$ cat config.mk
export PLATFORM = sky130hd
export DESIGN_NAME = hlt_timer
export DESIGN_NICKNAME = d
export VERILOG_FILES = /design/src/core/hlt_pkg.sv /design/src/core/hlt_timer.sv
export SDC_FILE = /design/constraint.sdc
export NUM_CORES = 1
export LEC_CHECK = 0
export ABC_AREA = 0
export BUFFER_PORTS_ARGS = -buffer_cell sky130_fd_sc_hd__buf_2
export CORE_MARGIN = 4
export CORE_UTILIZATION = 45
export DETAILED_ROUTE_END_ITERATION = 8
export PLACE_DENSITY = 0.67
export SLEW_MARGIN = 20
export SYNTH_ARGS = -nofsm -noshare
export SYNTH_HDL_FRONTEND = slang
export SYNTH_SLANG_ARGS = --single-unit
export TNS_END_PERCENT = 30
$ cat constraint.sdc
create_clock -name clk -period 2.87 [get_ports clk]
set_clock_uncertainty 0.05 [all_clocks]
set_input_delay 0 -clock clk [delete_from_list [all_inputs] [get_ports clk]]
set_output_delay 0 -clock clk [all_outputs]
set_load 0.05 [all_outputs]
$ cat src/core/hlt_pkg.sv
`default_nettype none
package hlt_pkg;
    // ************************************************************
    // Register offsets (byte addresses, one word each)
    // ************************************************************
    localparam logic [4:0] HLT_OFF_CLOCK_SELECT = 5'h00;
    localparam logic [4:0] HLT_OFF_CONTROL      = 5'h04;
    localparam logic [4:0] HLT_OFF_HW_LIMIT     = 5'h08;
    localparam logic [4:0] HLT_OFF_EXT_RESET    = 5'h0c;
    localparam logic [4:0] HLT_OFF_COUNT        = 5'h10;
    localparam logic [4:0] HLT_OFF_PERIOD       = 5'h14;
    localparam logic [4:0] HLT_OFF_SLEEP_CTRL   = 5'h18;

    // ************************************************************
    // Field positions
    // ************************************************************
    localparam int HLT_ON_BIT         = 7;
    localparam int HLT_PRESCALER_SYNC_EN_BIT      = 7;
    localparam int HLT_EDGE_BIT       = 6;
    localparam int HLT_ESYNC_BIT      = 5;

    // ************************************************************
    // Reset values
    // ************************************************************
    localparam logic [7:0] HLT_RST_CLOCK_SELECT = 8'h00;
    localparam logic [7:0] HLT_RST_CONTROL      = 8'h00;
    localparam logic [7:0] HLT_RST_HW_LIMIT     = 8'h00;
    localparam logic [7:0] HLT_RST_EXT_RESET    = 8'h00;
    localparam logic [7:0] HLT_RST_COUNT        = 8'h00;
    localparam logic [7:0] HLT_RST_PERIOD       = 8'hff;

    // ************************************************************
    // Codes
    // ************************************************************
    localparam logic [3:0] HLT_CS_LAST_VALID  = 4'hc;
    localparam logic [3:0] HLT_RS_LAST_VALID  = 4'he;
    localparam logic [3:0] HLT_RS_FIRST_POST  = 4'h1;
    localparam logic [3:0] HLT_RS_SECOND_POST = 4'h2;
    localparam logic [4:0] HLT_MODE_ONE_SHOT  = 5'h08;
    localparam int         HLT_ENABLE_DELAY   = 2;
endpackage : hlt_pkg
`default_nettype wire

$ cat src/core/hlt_timer.sv
// Function
// RULE1: Four-bit clock select chooses one of thirteen counting clocks; codes 1101-1111 none.
// RULE2: Enable low holds every counter and state machine in reset state; here the counter register keeps its value.
// RULE3: Three-bit prescale divides input clock by two to the code, up to 128.
// RULE4: Four-bit postscale divides match events by code plus one.
// RULE5: Hardware clears the enable bit in certain modes.
// RULE6: Prescaler sync bit synchronises prescaler output to the instruction clock.
// RULE7: With prescaler sync on, timer halts during sleep.
// RULE8: Clock edge bit one picks falling edge, zero rising edge.
// RULE9: Software should not change clock edge bit while enabled.
// RULE10: Enable sync bit synchronises enable to timer input clock.
// RULE11: With enable sync, counting starts two input clocks after enabling.
// RULE12: Counting starts on enable, stops on disable, keeping counter value.
// RULE13: Counter equal to period clears counter on next timer clock.
// RULE14: Five-bit mode field selects free-running, limit, one-shot, monostable modes; here only 01000 one-shot acts, other codes run free.
// RULE15: Four-bit reset select chooses the external reset input; 1111 reserved.
// RULE16: A timer's own postscaled output code is reserved for that instance.
// RULE17: Upper bits of clock select and reset select read as zero.
// RULE18: Mode 01000 one-shot: period match resets counter and clears enable.
// RULE19: Without prescaler sync, timer runs in sleep while clock runs.
// RULE20: Counter advances per prescaled clock; matches feed postscaler producing output event.
// RULE21: Counter and period registers are eight-bit and software read/write.
`default_nettype none
module hlt_timer
    import hlt_pkg::*;
#(
    parameter int INSTANCE = 1
) (
    input  wire logic        clk,
    input  wire logic        sys_rst,
    input  wire logic        clk_en,
    input  wire logic [4:0]  avs_address,
    input  wire logic        avs_read,
    input  wire logic        avs_write,
    input  wire logic [31:0] avs_writedata,
    input  wire logic [3:0]  avs_byteenable,
    output logic      [31:0] avs_readdata,
    output logic             avs_waitrequest,
    input  wire logic        instr_clk_tick,
    input  wire logic        clock_pin_input,
    input  wire logic        fast_internal_osc,
    input  wire logic        slow_internal_osc,
    input  wire logic        mid_internal_osc,
    input  wire logic        mid_osc_div16,
    input  wire logic        secondary_osc,
    input  wire logic        zero_cross_out,
    input  wire logic [3:0]  logic_cell_out,
    input  wire logic [14:0] ext_reset_inputs,
    output logic             postscaled_out,
    output logic             ext_reset_level,
    output logic             count_running
);

    // ************************************************************
    // Registers
    // ************************************************************
    logic [3:0] clock_select_reg;
    logic [7:0] control_reg;
    logic [7:0] hw_limit_reg;
    logic [3:0] ext_reset_reg;
    logic [7:0] count_value_reg;
    logic [7:0] period_value_reg;
    logic       sleep_reg;
    logic       ack_reg;

    logic       on_bit;
    logic [2:0] prescale_sel;
    logic [3:0] postscale_sel;
    logic       prescaler_sync_en;
    logic       clock_edge_sel;
    logic       enable_sync_en;
    logic [4:0] mode_sel;
    assign on_bit            = control_reg[HLT_ON_BIT];
    assign prescale_sel      = control_reg[6:4];
    assign postscale_sel     = control_reg[3:0];
    assign prescaler_sync_en = hw_limit_reg[HLT_PRESCALER_SYNC_EN_BIT];
    assign clock_edge_sel    = hw_limit_reg[HLT_EDGE_BIT];
    assign enable_sync_en    = hw_limit_reg[HLT_ESYNC_BIT];
    assign mode_sel          = hw_limit_reg[4:0];

    // ************************************************************
    // Clock source selection and synchroniser
    // ************************************************************
    logic src_sel;
    always_comb begin
        unique case (clock_select_reg) // see RULE1
            4'h0:    src_sel = clock_pin_input;
            4'h1:    src_sel = instr_clk_tick;
            4'h2:    src_sel = 1'b0;
            4'h3:    src_sel = fast_internal_osc;
            4'h4:    src_sel = slow_internal_osc;
            4'h5:    src_sel = mid_internal_osc;
            4'h6:    src_sel = mid_osc_div16;
            4'h7:    src_sel = secondary_osc;
            4'h8:    src_sel = zero_cross_out;
            4'h9:    src_sel = logic_cell_out[0];
            4'ha:    src_sel = logic_cell_out[1];
            4'hb:    src_sel = logic_cell_out[2];
            4'hc:    src_sel = logic_cell_out[3];
            default: src_sel = 1'b0;
        endcase
    end

    logic [2:0] src_sync_reg;
    always_ff @(posedge clk or posedge sys_rst) begin
        if (sys_rst) begin
            src_sync_reg <= 3'h0;
        end else if (clk_en) begin
            src_sync_reg <= {src_sync_reg[1:0], src_sel};
        end
    end

    // The system clock itself gives an active edge every cycle
    logic sys_clk_src;
    logic in_edge;
    assign sys_clk_src = (clock_select_reg == 4'h2); // see RULE1
    assign in_edge = sys_clk_src    ? 1'b1
                   : clock_edge_sel ? (src_sync_reg[2] & ~src_sync_reg[1])  // see RULE8
                                    : (~src_sync_reg[2] & src_sync_reg[1]);

    // ************************************************************
    // Reset source selection and synchroniser
    // ************************************************************
    logic rst_src;
    logic own_code;
    assign own_code = (INSTANCE == 1) ? (ext_reset_reg == HLT_RS_FIRST_POST)
                                      : (ext_reset_reg == HLT_RS_SECOND_POST);
    assign rst_src = (own_code || ext_reset_reg > HLT_RS_LAST_VALID) ? 1'b0 // see RULE16
                                                                     : ext_reset_inputs[ext_reset_reg]; // see RULE15
    logic [1:0] rst_sync_reg;
    always_ff @(posedge clk or posedge sys_rst) begin
        if (sys_rst) begin
            rst_sync_reg    <= 2'h0;
            ext_reset_level <= 1'b0;
        end else if (clk_en) begin
            rst_sync_reg    <= {rst_sync_reg[0], rst_src};
            ext_reset_level <= rst_sync_reg[1];
        end
    end

    // ************************************************************
    // Enable path and prescaler
    // ************************************************************
    logic [1:0] en_dly_reg;
    logic       run;
    logic       sleep_block;
    assign sleep_block = prescaler_sync_en & sleep_reg; // see RULE7 RULE19
    always_ff @(posedge clk or posedge sys_rst) begin
        if (sys_rst) begin
            en_dly_reg <= 2'h0;
        end else if (clk_en) begin
            if (!on_bit) begin
                en_dly_reg <= 2'h0;
            end else if (in_edge) begin
                en_dly_reg <= {en_dly_reg[0], 1'b1}; // see RULE10 RULE11
            end
        end
    end
    assign run = on_bit & (enable_sync_en ? en_dly_reg[HLT_ENABLE_DELAY-1] : 1'b1) & ~sleep_block;

    logic [6:0] pre_cnt_reg;
    logic       pre_tick;
    logic       pre_pending_reg;
    logic       tick;
    assign pre_tick = run & in_edge & (pre_cnt_reg == ((7'h1 << prescale_sel) - 7'h1)); // see RULE3
    always_ff @(posedge clk or posedge sys_rst) begin
        if (sys_rst) begin
            pre_cnt_reg <= 7'h0;
        end else if (clk_en) begin
            if (!on_bit) begin
                pre_cnt_reg <= 7'h0; // see RULE2
            end else if (run && in_edge) begin
                pre_cnt_reg <= pre_tick ? 7'h0 : pre_cnt_reg + 7'h1;
            end
        end
    end
    always_ff @(posedge clk or posedge sys_rst) begin
        if (sys_rst) begin
            pre_pending_reg <= 1'b0;
        end else if (clk_en) begin
            // Prescaler output waits here for the next instruction clock
            if (!on_bit) begin
                pre_pending_reg <= 1'b0;
            end else if (pre_tick) begin
                pre_pending_reg <= 1'b1;
            end else if (instr_clk_tick) begin
                pre_pending_reg <= 1'b0;
            end
        end
    end
    assign tick = prescaler_sync_en ? (pre_pending_reg & instr_clk_tick & run) // see RULE6
                                    : pre_tick;

    // ************************************************************
    // Register bus
    // ************************************************************
    logic wr_hit;
    logic rd_hit;
    logic wr_lo;
    assign wr_hit = avs_write & avs_waitrequest & ~ack_reg;
    assign rd_hit = avs_read & avs_waitrequest & ~ack_reg;
    assign wr_lo  = wr_hit & avs_byteenable[0];

    logic match;
    logic one_shot_clear;
    assign match          = tick & (count_value_reg == period_value_reg);
    assign one_shot_clear = match & (mode_sel == HLT_MODE_ONE_SHOT);

    always_ff @(posedge clk or posedge sys_rst) begin
        if (sys_rst) begin
            ack_reg         <= 1'b0;
            avs_waitrequest <= 1'b1;
            avs_readdata    <= 32'h0;
        end else if (clk_en) begin
            ack_reg         <= (wr_hit | rd_hit);
            avs_waitrequest <= ~(wr_hit | rd_hit);
            if (rd_hit) begin
                unique case (avs_address)
                    HLT_OFF_CLOCK_SELECT: avs_readdata <= {28'h0, clock_select_reg}; // see RULE17
                    HLT_OFF_CONTROL:      avs_readdata <= {24'h0, control_reg};
                    HLT_OFF_HW_LIMIT:     avs_readdata <= {24'h0, hw_limit_reg}; // see RULE14
                    HLT_OFF_EXT_RESET:    avs_readdata <= {28'h0, ext_reset_reg}; // see RULE17
                    HLT_OFF_COUNT:        avs_readdata <= {24'h0, count_value_reg}; // see RULE21
                    HLT_OFF_PERIOD:       avs_readdata <= {24'h0, period_value_reg};
                    HLT_OFF_SLEEP_CTRL:   avs_readdata <= {31'h0, sleep_reg};
                    default:              avs_readdata <= 32'h0;
                endcase
            end
        end
    end

    always_ff @(posedge clk or posedge sys_rst) begin
        if (sys_rst) begin
            clock_select_reg <= HLT_RST_CLOCK_SELECT[3:0];
            hw_limit_reg     <= HLT_RST_HW_LIMIT;
            ext_reset_reg    <= HLT_RST_EXT_RESET[3:0];
            period_value_reg <= HLT_RST_PERIOD;
            sleep_reg        <= 1'b0;
        end else if (clk_en && wr_lo) begin
            unique case (avs_address)
                HLT_OFF_CLOCK_SELECT: clock_select_reg <= avs_writedata[3:0];
                HLT_OFF_HW_LIMIT:     hw_limit_reg     <= avs_writedata[7:0];
                HLT_OFF_EXT_RESET:    ext_reset_reg    <= avs_writedata[3:0];
                HLT_OFF_PERIOD:       period_value_reg <= avs_writedata[7:0]; // see RULE21
                HLT_OFF_SLEEP_CTRL:   sleep_reg        <= avs_writedata[0];
                default:              ;
            endcase
        end
    end

    // Hardware clear of the enable wins over a same-cycle software write
    always_ff @(posedge clk or posedge sys_rst) begin
        if (sys_rst) begin
            control_reg <= HLT_RST_CONTROL;
        end else if (clk_en) begin
            if (wr_lo && avs_address == HLT_OFF_CONTROL) begin
                control_reg <= avs_writedata[7:0];
            end
            if (one_shot_clear) begin
                control_reg[HLT_ON_BIT] <= 1'b0; // see RULE5 RULE18
            end
        end
    end

    // ************************************************************
    // Counter
    // ************************************************************
    always_ff @(posedge clk or posedge sys_rst) begin
        if (sys_rst) begin
            count_value_reg <= HLT_RST_COUNT;
        end else if (clk_en) begin
            if (wr_lo && avs_address == HLT_OFF_COUNT) begin
                count_value_reg <= avs_writedata[7:0]; // see RULE21
            end else if (match) begin
                count_value_reg <= 8'h00; // see RULE13
            end else if (tick) begin
                count_value_reg <= count_value_reg + 8'h01; // see RULE12 RULE20
            end
        end
    end

    // ************************************************************
    // Postscaler
    // ************************************************************
    logic [3:0] post_cnt_reg;
    always_ff @(posedge clk or posedge sys_rst) begin
        if (sys_rst) begin
            post_cnt_reg   <= 4'h0;
            postscaled_out <= 1'b0;
        end else if (clk_en) begin
            postscaled_out <= 1'b0;
            if (!on_bit) begin
                post_cnt_reg <= 4'h0; // see RULE2
            end else if (match) begin
                if (post_cnt_reg >= postscale_sel) begin
                    post_cnt_reg   <= 4'h0;
                    postscaled_out <= 1'b1; // see RULE4 RULE20
                end else begin
                    post_cnt_reg <= post_cnt_reg + 4'h1;
                end
            end
        end
    end

    always_ff @(posedge clk or posedge sys_rst) begin
        if (sys_rst) begin
            count_running <= 1'b0;
        end else if (clk_en) begin
            count_running <= run;
        end
    end

    // ************************************************************
    // Assertions
    // ************************************************************
    a_match_clears_count: assert property (@(posedge clk) disable iff (sys_rst) // see RULE13
        clk_en && match && !(wr_lo && avs_address == HLT_OFF_COUNT) |=> count_value_reg == 8'h00)
        else $error("Counter not cleared after period match");

    a_one_shot_off: assert property (@(posedge clk) disable iff (sys_rst) // see RULE18
        clk_en && one_shot_clear |=> !on_bit)
        else $error("One-shot match did not clear enable");

    a_off_holds_count: assert property (@(posedge clk) disable iff (sys_rst) // see RULE12
        clk_en && !on_bit && !(wr_lo && avs_address == HLT_OFF_COUNT) |=> $stable(count_value_reg))
        else $error("Counter moved while disabled");

    a_off_clears_pre: assert property (@(posedge clk) disable iff (sys_rst) // see RULE2
        clk_en && !on_bit |=> pre_cnt_reg == 7'h0 && post_cnt_reg == 4'h0)
        else $error("Prescaler or postscaler not held while off");

    a_sleep_stops: assert property (@(posedge clk) disable iff (sys_rst) // see RULE7
        prescaler_sync_en && sleep_reg |-> !run)
        else $error("Timer ran in sleep with prescaler sync");

    a_sync_delay: assert property (@(posedge clk) disable iff (sys_rst) // see RULE11
        enable_sync_en && on_bit && en_dly_reg == 2'h0 |-> !run)
        else $error("Timer started before two input clocks");

    a_post_rate: assert property (@(posedge clk) disable iff (sys_rst) // see RULE4
        postscaled_out && $past(clk_en) |-> $past(match) && $past(post_cnt_reg) == $past(postscale_sel))
        else $error("Postscaled event at wrong count");

    a_upper_zero: assert property (@(posedge clk) disable iff (sys_rst) // see RULE17
        $past(rd_hit) && $past(avs_address) == HLT_OFF_EXT_RESET |-> avs_readdata[31:4] == 28'h0)
        else $error("Reset select upper bits not zero");

    a_bus_answer: assert property (@(posedge clk) disable iff (sys_rst) // see RULE21
        clk_en && rd_hit |=> !avs_waitrequest ##1 avs_waitrequest)
        else $error("Bus answer not one cycle");

    a_count_steps: assert property (@(posedge clk) disable iff (sys_rst) // see RULE20
        clk_en && tick && !match && !(wr_lo && avs_address == HLT_OFF_COUNT) |=>
        count_value_reg == $past(count_value_reg) + 8'h01)
        else $error("Counter did not step on a tick");

    a_freeze_state: assert property (@(posedge clk) disable iff (sys_rst) // see RULE20
        !clk_en |=> $stable(count_value_reg) && $stable(control_reg) && $stable(post_cnt_reg))
        else $error("State moved while clock enable low");

    a_reserved_clock: assert property (@(posedge clk) disable iff (sys_rst) // see RULE1
        clock_select_reg > HLT_CS_LAST_VALID && src_sync_reg == 3'h0 |=>
        clock_select_reg <= HLT_CS_LAST_VALID || !in_edge)
        else $error("Reserved clock code gave an edge");

    a_own_reset_zero: assert property (@(posedge clk) disable iff (sys_rst) // see RULE16
        clk_en && own_code |=> !rst_sync_reg[0])
        else $error("Own postscaled output used as reset");

    a_prescaler_sync_en_tick: assert property (@(posedge clk) disable iff (sys_rst) // see RULE6
        tick && prescaler_sync_en |-> instr_clk_tick && !sleep_reg)
        else $error("Synchronised tick off the instruction clock");

endmodule : hlt_timer
`default_nettype wire

==> run_results.csv, run 1 <==
group,metric,value,unit
logic_synthesis,netlist_area,0.00436,mm2
grt,grt_pass1_vias,3408,
grt,grt_overflow,0,
place,place_area,0.00468,mm2
detailed_routing,drcViolationCount,0,
timing,timing.final.crit_share,84.4,%
die,initial_core_util,46.8,%
final_layout,final_cells,640,
detailed_routing,detail-route-antenna-nets,0,
timing,max_slew_margin,49.1,%
power,power_density,472,mW/mm2
logic_synthesis,synth_top_family_by_area,"compound AO/OA/AOI/OAI gates",
place,dp_cells,611,
die,rows,35,
final_layout,diodes,0,
grt,grt_pass1_wl,17.2,mm
cts,cts_buffers,9,
grt,use_met3,2.73,%
die,io_pins,109,
place,numPortBuffers,56,
logic_synthesis,synth_top_flop_cell,"dfrtp_1",
logic_synthesis,yosys.area_share.simple,13.6,%
setup_path,crit_buf_inv,1,
logic_synthesis,async_reset_ff_share,100,%
detailed_routing,drtIter0Drc,158,
logic_synthesis,synthAdderAreaFrac,2.24,%
timing,fin_setup_tns,0,ps
setup_path,start_kind,"register",
final_layout,multi_input_comb_area,0.00224,mm2
logic_synthesis,synth-edff-count,0,
timing,post-route-min-period,2420,ps
logic_synthesis,ys_warn_count,0,
cts,cts_tree,"built",
logic_synthesis,syn_area_per_cell,9.94,um2
final_layout,design_area,0.00499,mm2
setup_path,timing.reg2reg.setup_slack,450,ps
die,die_y,106,um
timing,worst_slew_pin_slew,762,ps
final_layout,fin_util,53.5,%
die,core_area,0.00933,mm2
grt,grtUsageMet2,29.1,%
final_layout,layout_common_cells,"dfrtp_1 (64), buf_2 (56), mux2_2 (41)",
setup_path,arrival,2610,ps
hold_path,hold_end,"rst_sync_reg[0]",
final_layout,fin_nets,586,
logic_synthesis,synthMuxAreaShare,14.4,%
setup_path,crit_path_start,"control_reg[5]",
grt,gr-max-usage-layer,"met2",
timing,setup_viol,0,
cts,root_buffer,"clkbuf_8",
logic_synthesis,synth.yosys.seq_area_share,42.1,%
grt,grt_max_degree,38,
die,die_w,106,um
place,dp_hpwl,8.03,mm
flow_run,maxCapViolCount,0,
logic_synthesis,synth-seq-cells,73,
hold_path,holdPathStages,4,
setup_path,required,3060,ps
die,die_area,0.0113,mm2
logic_synthesis,synth-compound-area-share,17.3,%
setup_path,reg2reg_from,"control_reg[5]",
grt,antenna_found_initial,0,
cts,clk_pin_slew,80,ps
power,ir_worst_vdd,0.197,mV
setup_path,cp_top_family,"compound AO/OA/AOI/OAI gates",
detailed_routing,drt-total-wl,10.5,mm
final_layout,final_common_cell,"dfrtp_1",
cts,clock-sinks,73,
cts,clk_path_buf_depth,2,
final_layout,fillers,847,
detailed_routing,avgViaCountPerCell,5.61,
grt,track_usage,19.1,%
setup_path,crit_type,"register to register",
power,power,2360,uW
cts,cts_setup_buffers,0,
grt,grt_util_met1,27.1,%
hold_path,min_from,"ext_reset_inputs[9]",
logic_synthesis,syn_inst,439,
final_layout,drive_gt1_share,27.8,%
hold_path,hp-class,"primary input to register",
final_layout,final-seq-area,0.00184,mm2
setup_path,slowest_stage,"dfrtp_1",
logic_synthesis,yosysUniqueCellTypes,62,
detailed_routing,num_vias,3589,
cts,cts-htree-levels,3,
timing,rsz0062_at_grt,"false",
setup_path,cp_max_fo,10,
setup_path,cp_num_cells,7,
setup_path,r2r-end,"count_value_reg[6]",
final_layout,area_growth,14.4,%
cts,clock_latency,350,ps
setup_path,crit_chain,"nor2_1, a2111o_1, a221oi_1, nand4_1, buf_4, a22o_1, o2bb2ai_1",
detailed_routing,firstDrtPassIters,5,
place,place_congestion,0.863,
setup_path,r2r_cells,7,
timing,finalHoldViolCount,0,
timing,finalMaxSlewViolations,0,
timing,fmax,413,MHz
setup_path,slowest_delay,520,ps
run_status,outcome,"completed",
detailed_routing,wire_per_inst,16.4,um
logic_synthesis,synth_xor_area_share,1.81,%
power,p_leak,0.00223,uW
setup_path,endpoint_kind,"register",
==> repair_timing <==
| item | 4_1_cts | 5_1_grt |
|---|---|---|
| hold buffers | 13 | 0 |
| gates resized for setup | 0 | 0 |
| endpoints found under the hold margin | 71 | 0 |
==> logic make-up (layout without fill, tap and decap cells) <==
kind of cell,Yosys count,count (layout)
other,1,24
and+or+nand+nor,115,115
AOI/OAI and AO/OA,110,110
buffers and inverters,69,118
DFF,73,73
muxes,54,54
xor gates and xnor gates,9,9
adders and majority gates,8,8
==> layer usage <==
layer  up-vias  share of wire (%)
li1       1699                  -
met1      1776                 48
met2        99                 45
met3        15                5.6
met4         0                2.2
met5         -                  0
==> power breakdown <==
part	leakage, uW	switching [uW]	total [uW]	internal, uW
clock	0.0000911	376	731	356
combinational	0.00120	267	440	173
sequential	0.000937	80.9	1190	1100
==> how the worst max path moves through the flow <==
| stage | end | slack (ps) |
|---|---|---|
| global route | post_cnt_reg[0] | 220 |
| floorplan | post_cnt_reg[0] | 720 |
| finish | count_value_reg[6] | 450 |
| CTS | pre_cnt_reg[5] | 450 |
| detailed placement | pre_cnt_reg[5] | 450 |
| global placement | pre_cnt_reg[5] | 530 |
==> worst min-delay path: cells and delay by family <==
kind,cells,cell delay [ps]
AOI/OAI and AO/OA,2,230
buffers and inverters,1,100
and+or+nand+nor,1,50
==> cell usage after synthesis (3+ instances only) <==
cell type / n / area share (%)
a211oi_1: 3 / 0.52
a21o_1: 4 / 0.69
a21oi_1: 17 / 2.0
a221oi_1: 8 / 1.6
a22o_1: 7 / 1.4
a22oi_1: 9 / 1.5
a31oi_1: 6 / 0.86
and2_1: 3 / 0.43
and3_1: 4 / 0.57
buf_2: 6 / 0.69
buf_4: 25 / 4.3
clkbuf_1: 12 / 1.0
dfrtp_1: 64 / 37
dfstp_2: 9 / 5.4
ha_1: 7 / 2.0
inv_1: 23 / 2.0
mux2_2: 41 / 11
mux2i_1: 9 / 2.1
nand2_1: 32 / 2.8
nand2b_1: 3 / 0.43
nand3_1: 9 / 1.0
nand4_1: 3 / 0.43
nor2_1: 25 / 2.2
nor3_1: 9 / 1.0
nor4_1: 7 / 1.0
nor4b_1: 3 / 0.60
o211ai_1: 4 / 0.69
o21ai_0: 22 / 2.5
o221ai_1: 3 / 0.60
o22ai_1: 12 / 1.7
o31ai_1: 3 / 0.52
xnor2_1: 9 / 1.8
==> per-stage QoR <==
step	worst slack, ps	hold WS, ps
finish	448	24.0
global route	224	42.1
CTS	446	16.1
detailed placement	455	130
global placement	527	122
floorplan	716	84.1
==> layout make-up <==
class,count,area share (%)
clock inverter,5,0.602
multi-input combinational,320,44.9
tap,129,3.23
inverter,24,1.80
timing repair buffer,78,9.58
sequential,73,36.8
clock buffer,11,3.03
(Power assumes the default switching activity.)
==> run 2: changes to the inputs <==
- clock period: 2.87 -> 2.25 ns (I/O delays scaled with it)
==> run 2 against run 1 <==
  * Combinational power rose by 43%
  * Wire length rose by 3.0%
  * Design area rose by 4.6%
  * Worst setup slack got worse by 360 ps
  * Flip-flop and latch count did not move
  * Non-clock buffer count rose by 21
  * Critical endpoint is now count_value_reg[1]
  * Largest power group unchanged
  * Highest routed layer unchanged
==> run_results.csv, run 2 (synthesized netlist as in run 1, its figures left out) <==
group,metric,value,unit
run_status,outcome,"completed",
cts,clk_pin_slew,80,ps
grt,grt_pass1_vias,3571,
detailed_routing,drcViolationCount,0,
setup_path,crit_type,"register to register",
timing,setup_viol,0,
detailed_routing,firstDrtPassIters,6,
setup_path,crit_chain,"buf_4, and2_1, maj3_1, a22o_1, nand4_1, buf_4, and2_4, mux2_4",
setup_path,slowest_delay,380,ps
cts,clock-sinks,73,
place,place_congestion,0.847,
final_layout,drive_gt1_share,31.2,%
timing,finalMaxSlewViolations,0,
grt,antenna_found_initial,0,
final_layout,layout_common_cells,"dfrtp_1 (64), buf_2 (56), mux2_2 (41)",
timing,fmax,463,MHz
die,die_y,106,um
timing,finalHoldViolCount,0,
hold_path,holdPathStages,4,
setup_path,cp_common_cell,"buf_4",
cts,clock_latency,350,ps
cts,cts_buffers,9,
grt,grt_max_degree,74,
grt,track_usage,19.8,%
final_layout,final_common_cell,"dfrtp_1",
power,ir_worst_vdd,0.321,mV
final_layout,final_cells,661,
place,numPortBuffers,56,
detailed_routing,num_vias,3693,
power,p_leak,0.00236,uW
flow_run,maxCapViolCount,0,
cts,cts_tree,"built",
final_layout,fin_nets,607,
power,power_density,614,mW/mm2
timing,post-route-min-period,2160,ps
die,core_area,0.00933,mm2
die,die_w,106,um
setup_path,required,2440,ps
setup_path,start_kind,"register",
setup_path,slowest_stage,"dfrtp_1",
cts,cts-htree-levels,3,
detailed_routing,drt-total-wl,10.8,mm
power,power,3210,uW
setup_path,arrival,2340,ps
grt,grt_pass1_wl,17.5,mm
detailed_routing,drtIter0Drc,183,
cts,clk_path_buf_depth,2,
place,dp_cells,631,
setup_path,endpoint_kind,"register",
grt,grt_overflow,0,
detailed_routing,avgViaCountPerCell,5.59,
final_layout,area_growth,19.7,%
timing,timing.final.crit_share,95.9,%
cts,root_buffer,"clkbuf_8",
die,rows,35,
die,initial_core_util,46.8,%
die,io_pins,109,
timing,hold_ws,29.7,ps
final_layout,fin_util,56.0,%
hold_path,hp-class,"primary input to register",
timing,fin_setup_tns,0,ps
detailed_routing,wire_per_inst,16.4,um
final_layout,diodes,0,
setup_path,cp_max_fo,9,
detailed_routing,detail-route-antenna-nets,0,
die,die_area,0.0113,mm2
setup_path,r2r_cells,8,
place,dp_hpwl,8.18,mm
==> run 2: routing by layer <==
layer / up-vias / global-route usage, % / wire (um)
met5: - / 0 / 0
met4: 0 / 7.85 / 220
met3: 16 / 3.16 / 900
met2: 133 / 32.5 / 5040
met1: 1804 / 26.1 / 4650
li1: 1740 / - / -
==> run 2: layout make-up <==
cell class              instances  area [um2]
clock buffers                  12         165
clock inverters                 4        50.0
fillers                       829        4110
inverters                      24        90.1
multi-input cells             320        2270
flip-flops and latches         73        1840
well taps                     129         161
repair buffers                 99         648
==> run 2: through the flow <==
stage	setup slack, ps	cell area, um2
floorplan	95.5	4450
global placement	83.6	4840
detailed placement	25.6	4840
CTS	5.68	5190
global route	-14.3	5220
finish	92.1	5220
==> run 2: critical path: cells and delay by family, from the launching register on <==
family / cells / cell delay, ps
multiplexers: 1 / 300
flip-flops: 1 / 380
buffers and inverters: 2 / 340
AO/OA/AOI/OAI: 1 / 200
AND/OR/NAND/NOR: 3 / 440
adder cells (fa/ha/maj): 1 / 350
==> run 2: path summary, 6_finish.rpt <==
check | slack, ps | end | startpoint
worst max-delay path | 90 | count_value_reg[1] | control_reg[5]
worst min-delay path | 30 | rst_sync_reg[0] | ext_reset_inputs[9]
worst max register to register | 90 | count_value_reg[1] | control_reg[5]
worst min register to register | 420 | avs_readdata[4] | avs_readdata[4]
max in group asynchronous | 1570 | period_value_reg[7] | sys_rst
min in group asynchronous | 250 | ext_reset_reg[1] | sys_rst
==> run 2: repair_timing <==
| action | CTS | global route |
|---|---|---|
| resized for setup | 0 | 4 |
| hold endpoints to repair | 114 | 0 |
| hold buffers | 13 | 0 |
| setup endpoints to repair | 0 | 19 |
| setup buffers | 0 | 1 |
==> run 2: report_power, final <==
group | switching [uW] | internal, uW
clock network | 489 | 601
logic | 370 | 257
registers | 81.8 | 1410
==> run 3: changes to the inputs <==
- RECOVER_POWER: default -> 25
==> run 3 against run 2 <==
  * The flow now finishes with violations (capacitance limit, slew limit)
  * Global-route usage unchanged
  * Die area unchanged
  * Combinational power decreased by 0.6%
  * First-iteration DRC count decreased by 6.0%
  * Non-clock buffer count unchanged
  * Utilization decreased by 0.16 points
  * Worst setup slack got worse by 3.2 ps
  * Design area decreased by 0.29%
  * Critical path depth unchanged
  * Clock power about the same
  * Largest cell class unchanged
  * Largest power group unchanged
==> run_results.csv, run 3 (synthesized netlist as in run 1, its figures left out) <==
group,metric,value,unit
grt,grt_overflow,0,
detailed_routing,wire_per_inst,16.4,um
place,place_area,0.00484,mm2
timing,finalMaxSlewViolations,74,
final_layout,final_common_cell,"dfrtp_1",
setup_path,arrival,2350,ps
setup_path,crit_path_start,"control_reg[5]",
power,p_int,2260,uW
die,die_y,106,um
grt,gr-max-usage-layer,"met2",
run_status,violations,"capacitance limit, slew limit",
setup_path,endpoint_kind,"register",
timing,worst_slew_pin_slew,1570,ps
die,rows,35,
place,dp_hpwl,8.18,mm
grt,grt_util_met1,26.1,%
detailed_routing,num_vias,3695,
cts,clock_latency,350,ps
cts,cts_tree,"built",
power,power_density,615,mW/mm2
power,p_leak,0.00236,uW
cts,cts-htree-levels,3,
power,pwr-share-clk,34.0,%
grt,grt_pass1_wl,17.5,mm
final_layout,layout_common_cells,"dfrtp_1 (64), buf_2 (57), mux2_2 (41)",
detailed_routing,drtIter0Drc,172,
run_status,outcome,"complete, but fails checks",
grt,track_usage,19.8,%
final_layout,drive_gt1_share,31.0,%
detailed_routing,drt-total-wl,10.8,mm
setup_path,cp_max_fo,9,
power,power_frac_seq,46.5,%
cts,clk_pin_slew,80,ps
hold_path,hp-class,"primary input to register",
detailed_routing,drcViolationCount,0,
timing,fin_setup_tns,0,ps
timing,fmax,463,MHz
final_layout,fillers,831,
die,die_area,0.0113,mm2
grt,grt_max_degree,74,
power,ir_worst_vdd,0.321,mV
die,die_w,106,um
final_layout,diodes,0,
die,core_area,0.00933,mm2
hold_path,min_from,"ext_reset_inputs[9]",
timing,finalWorstSetupSlack,88.9,ps
grt,grtUsageMet2,32.5,%
setup_path,crit_type,"register to register",
final_layout,fin_nets,607,
setup_path,reg2reg_from,"control_reg[5]",
timing,post-route-min-period,2160,ps
timing,max_slew_margin,-4.91,%
grt,antenna_found_initial,0,
flow_run,maxCapViolCount,1,
timing,timing.final.crit_share,96.0,%
cts,clk_path_buf_depth,2,
grt,use_met3,3.16,%
cts,root_buffer,"clkbuf_8",
timing,setup_viol,0,
detailed_routing,detail-route-antenna-nets,0,
cts,cts_buffers,9,
power,p_comb_share,19.5,%
place,dp_slack,25.6,ps
die,io_pins,109,
power,power,3200,uW
final_layout,area_growth,19.4,%
detailed_routing,firstDrtPassIters,4,
power,p_sw,940,uW
cts,clock-sinks,73,
final_layout,design_area,0.00521,mm2
grt,grt_pass1_vias,3571,
timing,finalHoldViolCount,0,
place,numPortBuffers,56,
place,place_congestion,0.847,
setup_path,required,2440,ps
power,swShare,29.3,%
die,initial_core_util,46.8,%
setup_path,start_kind,"register",
detailed_routing,avgViaCountPerCell,5.59,
## run 3: cell counts in the layout (fill, tap and decap cells not counted)
No cell type changed its count.
## run 3: per-layer routing
layer	share of wire [%]	wire length, um
met1	45	4860
met2	47	5070
met3	6.0	651
met4	2.2	240
met5	0	0
## run 3: power by group through the flow
stage / clock [uW] / sequential (uW) / combinational [uW]
after floorplan: 0 / 1530 / 419
after global placement: 0 / 1510 / 583
after detailed placement: 0 / 1510 / 594
after CTS: 1110 / 1490 / 617
after global routing: 1160 / 1500 / 679
final: 1090 / 1490 / 624
## run 3: final timing paths
path / to / slack, ps / depth (start not counted)
min in group asynchronous: ext_reset_level / 710 / 4
worst min register to register: avs_readdata[4] / 430 / 2
worst max-delay path: count_value_reg[1] / 90 / 8
worst min-delay path: rst_sync_reg[0] / 30 / 4
worst max register to register: count_value_reg[1] / 90 / 8
max in group asynchronous: post_cnt_reg[3] / 500 / 4
## run 3: layout make-up
class | count | area (um2) | area share, %
well taps | 129 | 161 | 3.10
repair buffers | 99 | 633 | 12.2
clock buffers | 12 | 165 | 3.17
inverters | 24 | 90.1 | 1.73
clock inverters | 4 | 50.0 | 0.961
multi-input cells | 320 | 2270 | 43.6
flip-flops and latches | 73 | 1840 | 35.3
## run 3: metrics by stage
step | utilization, % | std cells | hold slack (ps)
4_1_cts | 55.6 | 660 | 9.85
2_1_floorplan | - | 462 | 84.1
6_report | 55.8 | 661 | 27.7
5_1_grt | 55.8 | 661 | 33.9
3_3_place_gp | 51.9 | 631 | 58.5
3_5_place_dp | 51.9 | 631 | 62.5
## run 3: what timing repair did
item	CTS	global route
endpoints found under the setup margin	0	19
buffers inserted	0	1
resized for setup	0	4
hold endpoints to repair	114	0
hold buffers	13	0
## run 3: worst max-delay path, stage by stage, from the launching register on
cell,delay [ps]
dfrtp_1,380
buf_4,170
and2_1,160
maj3_1,350
a22o_1,200
nand4_1,90
buf_4,170
and2_4,190
mux2_4,300
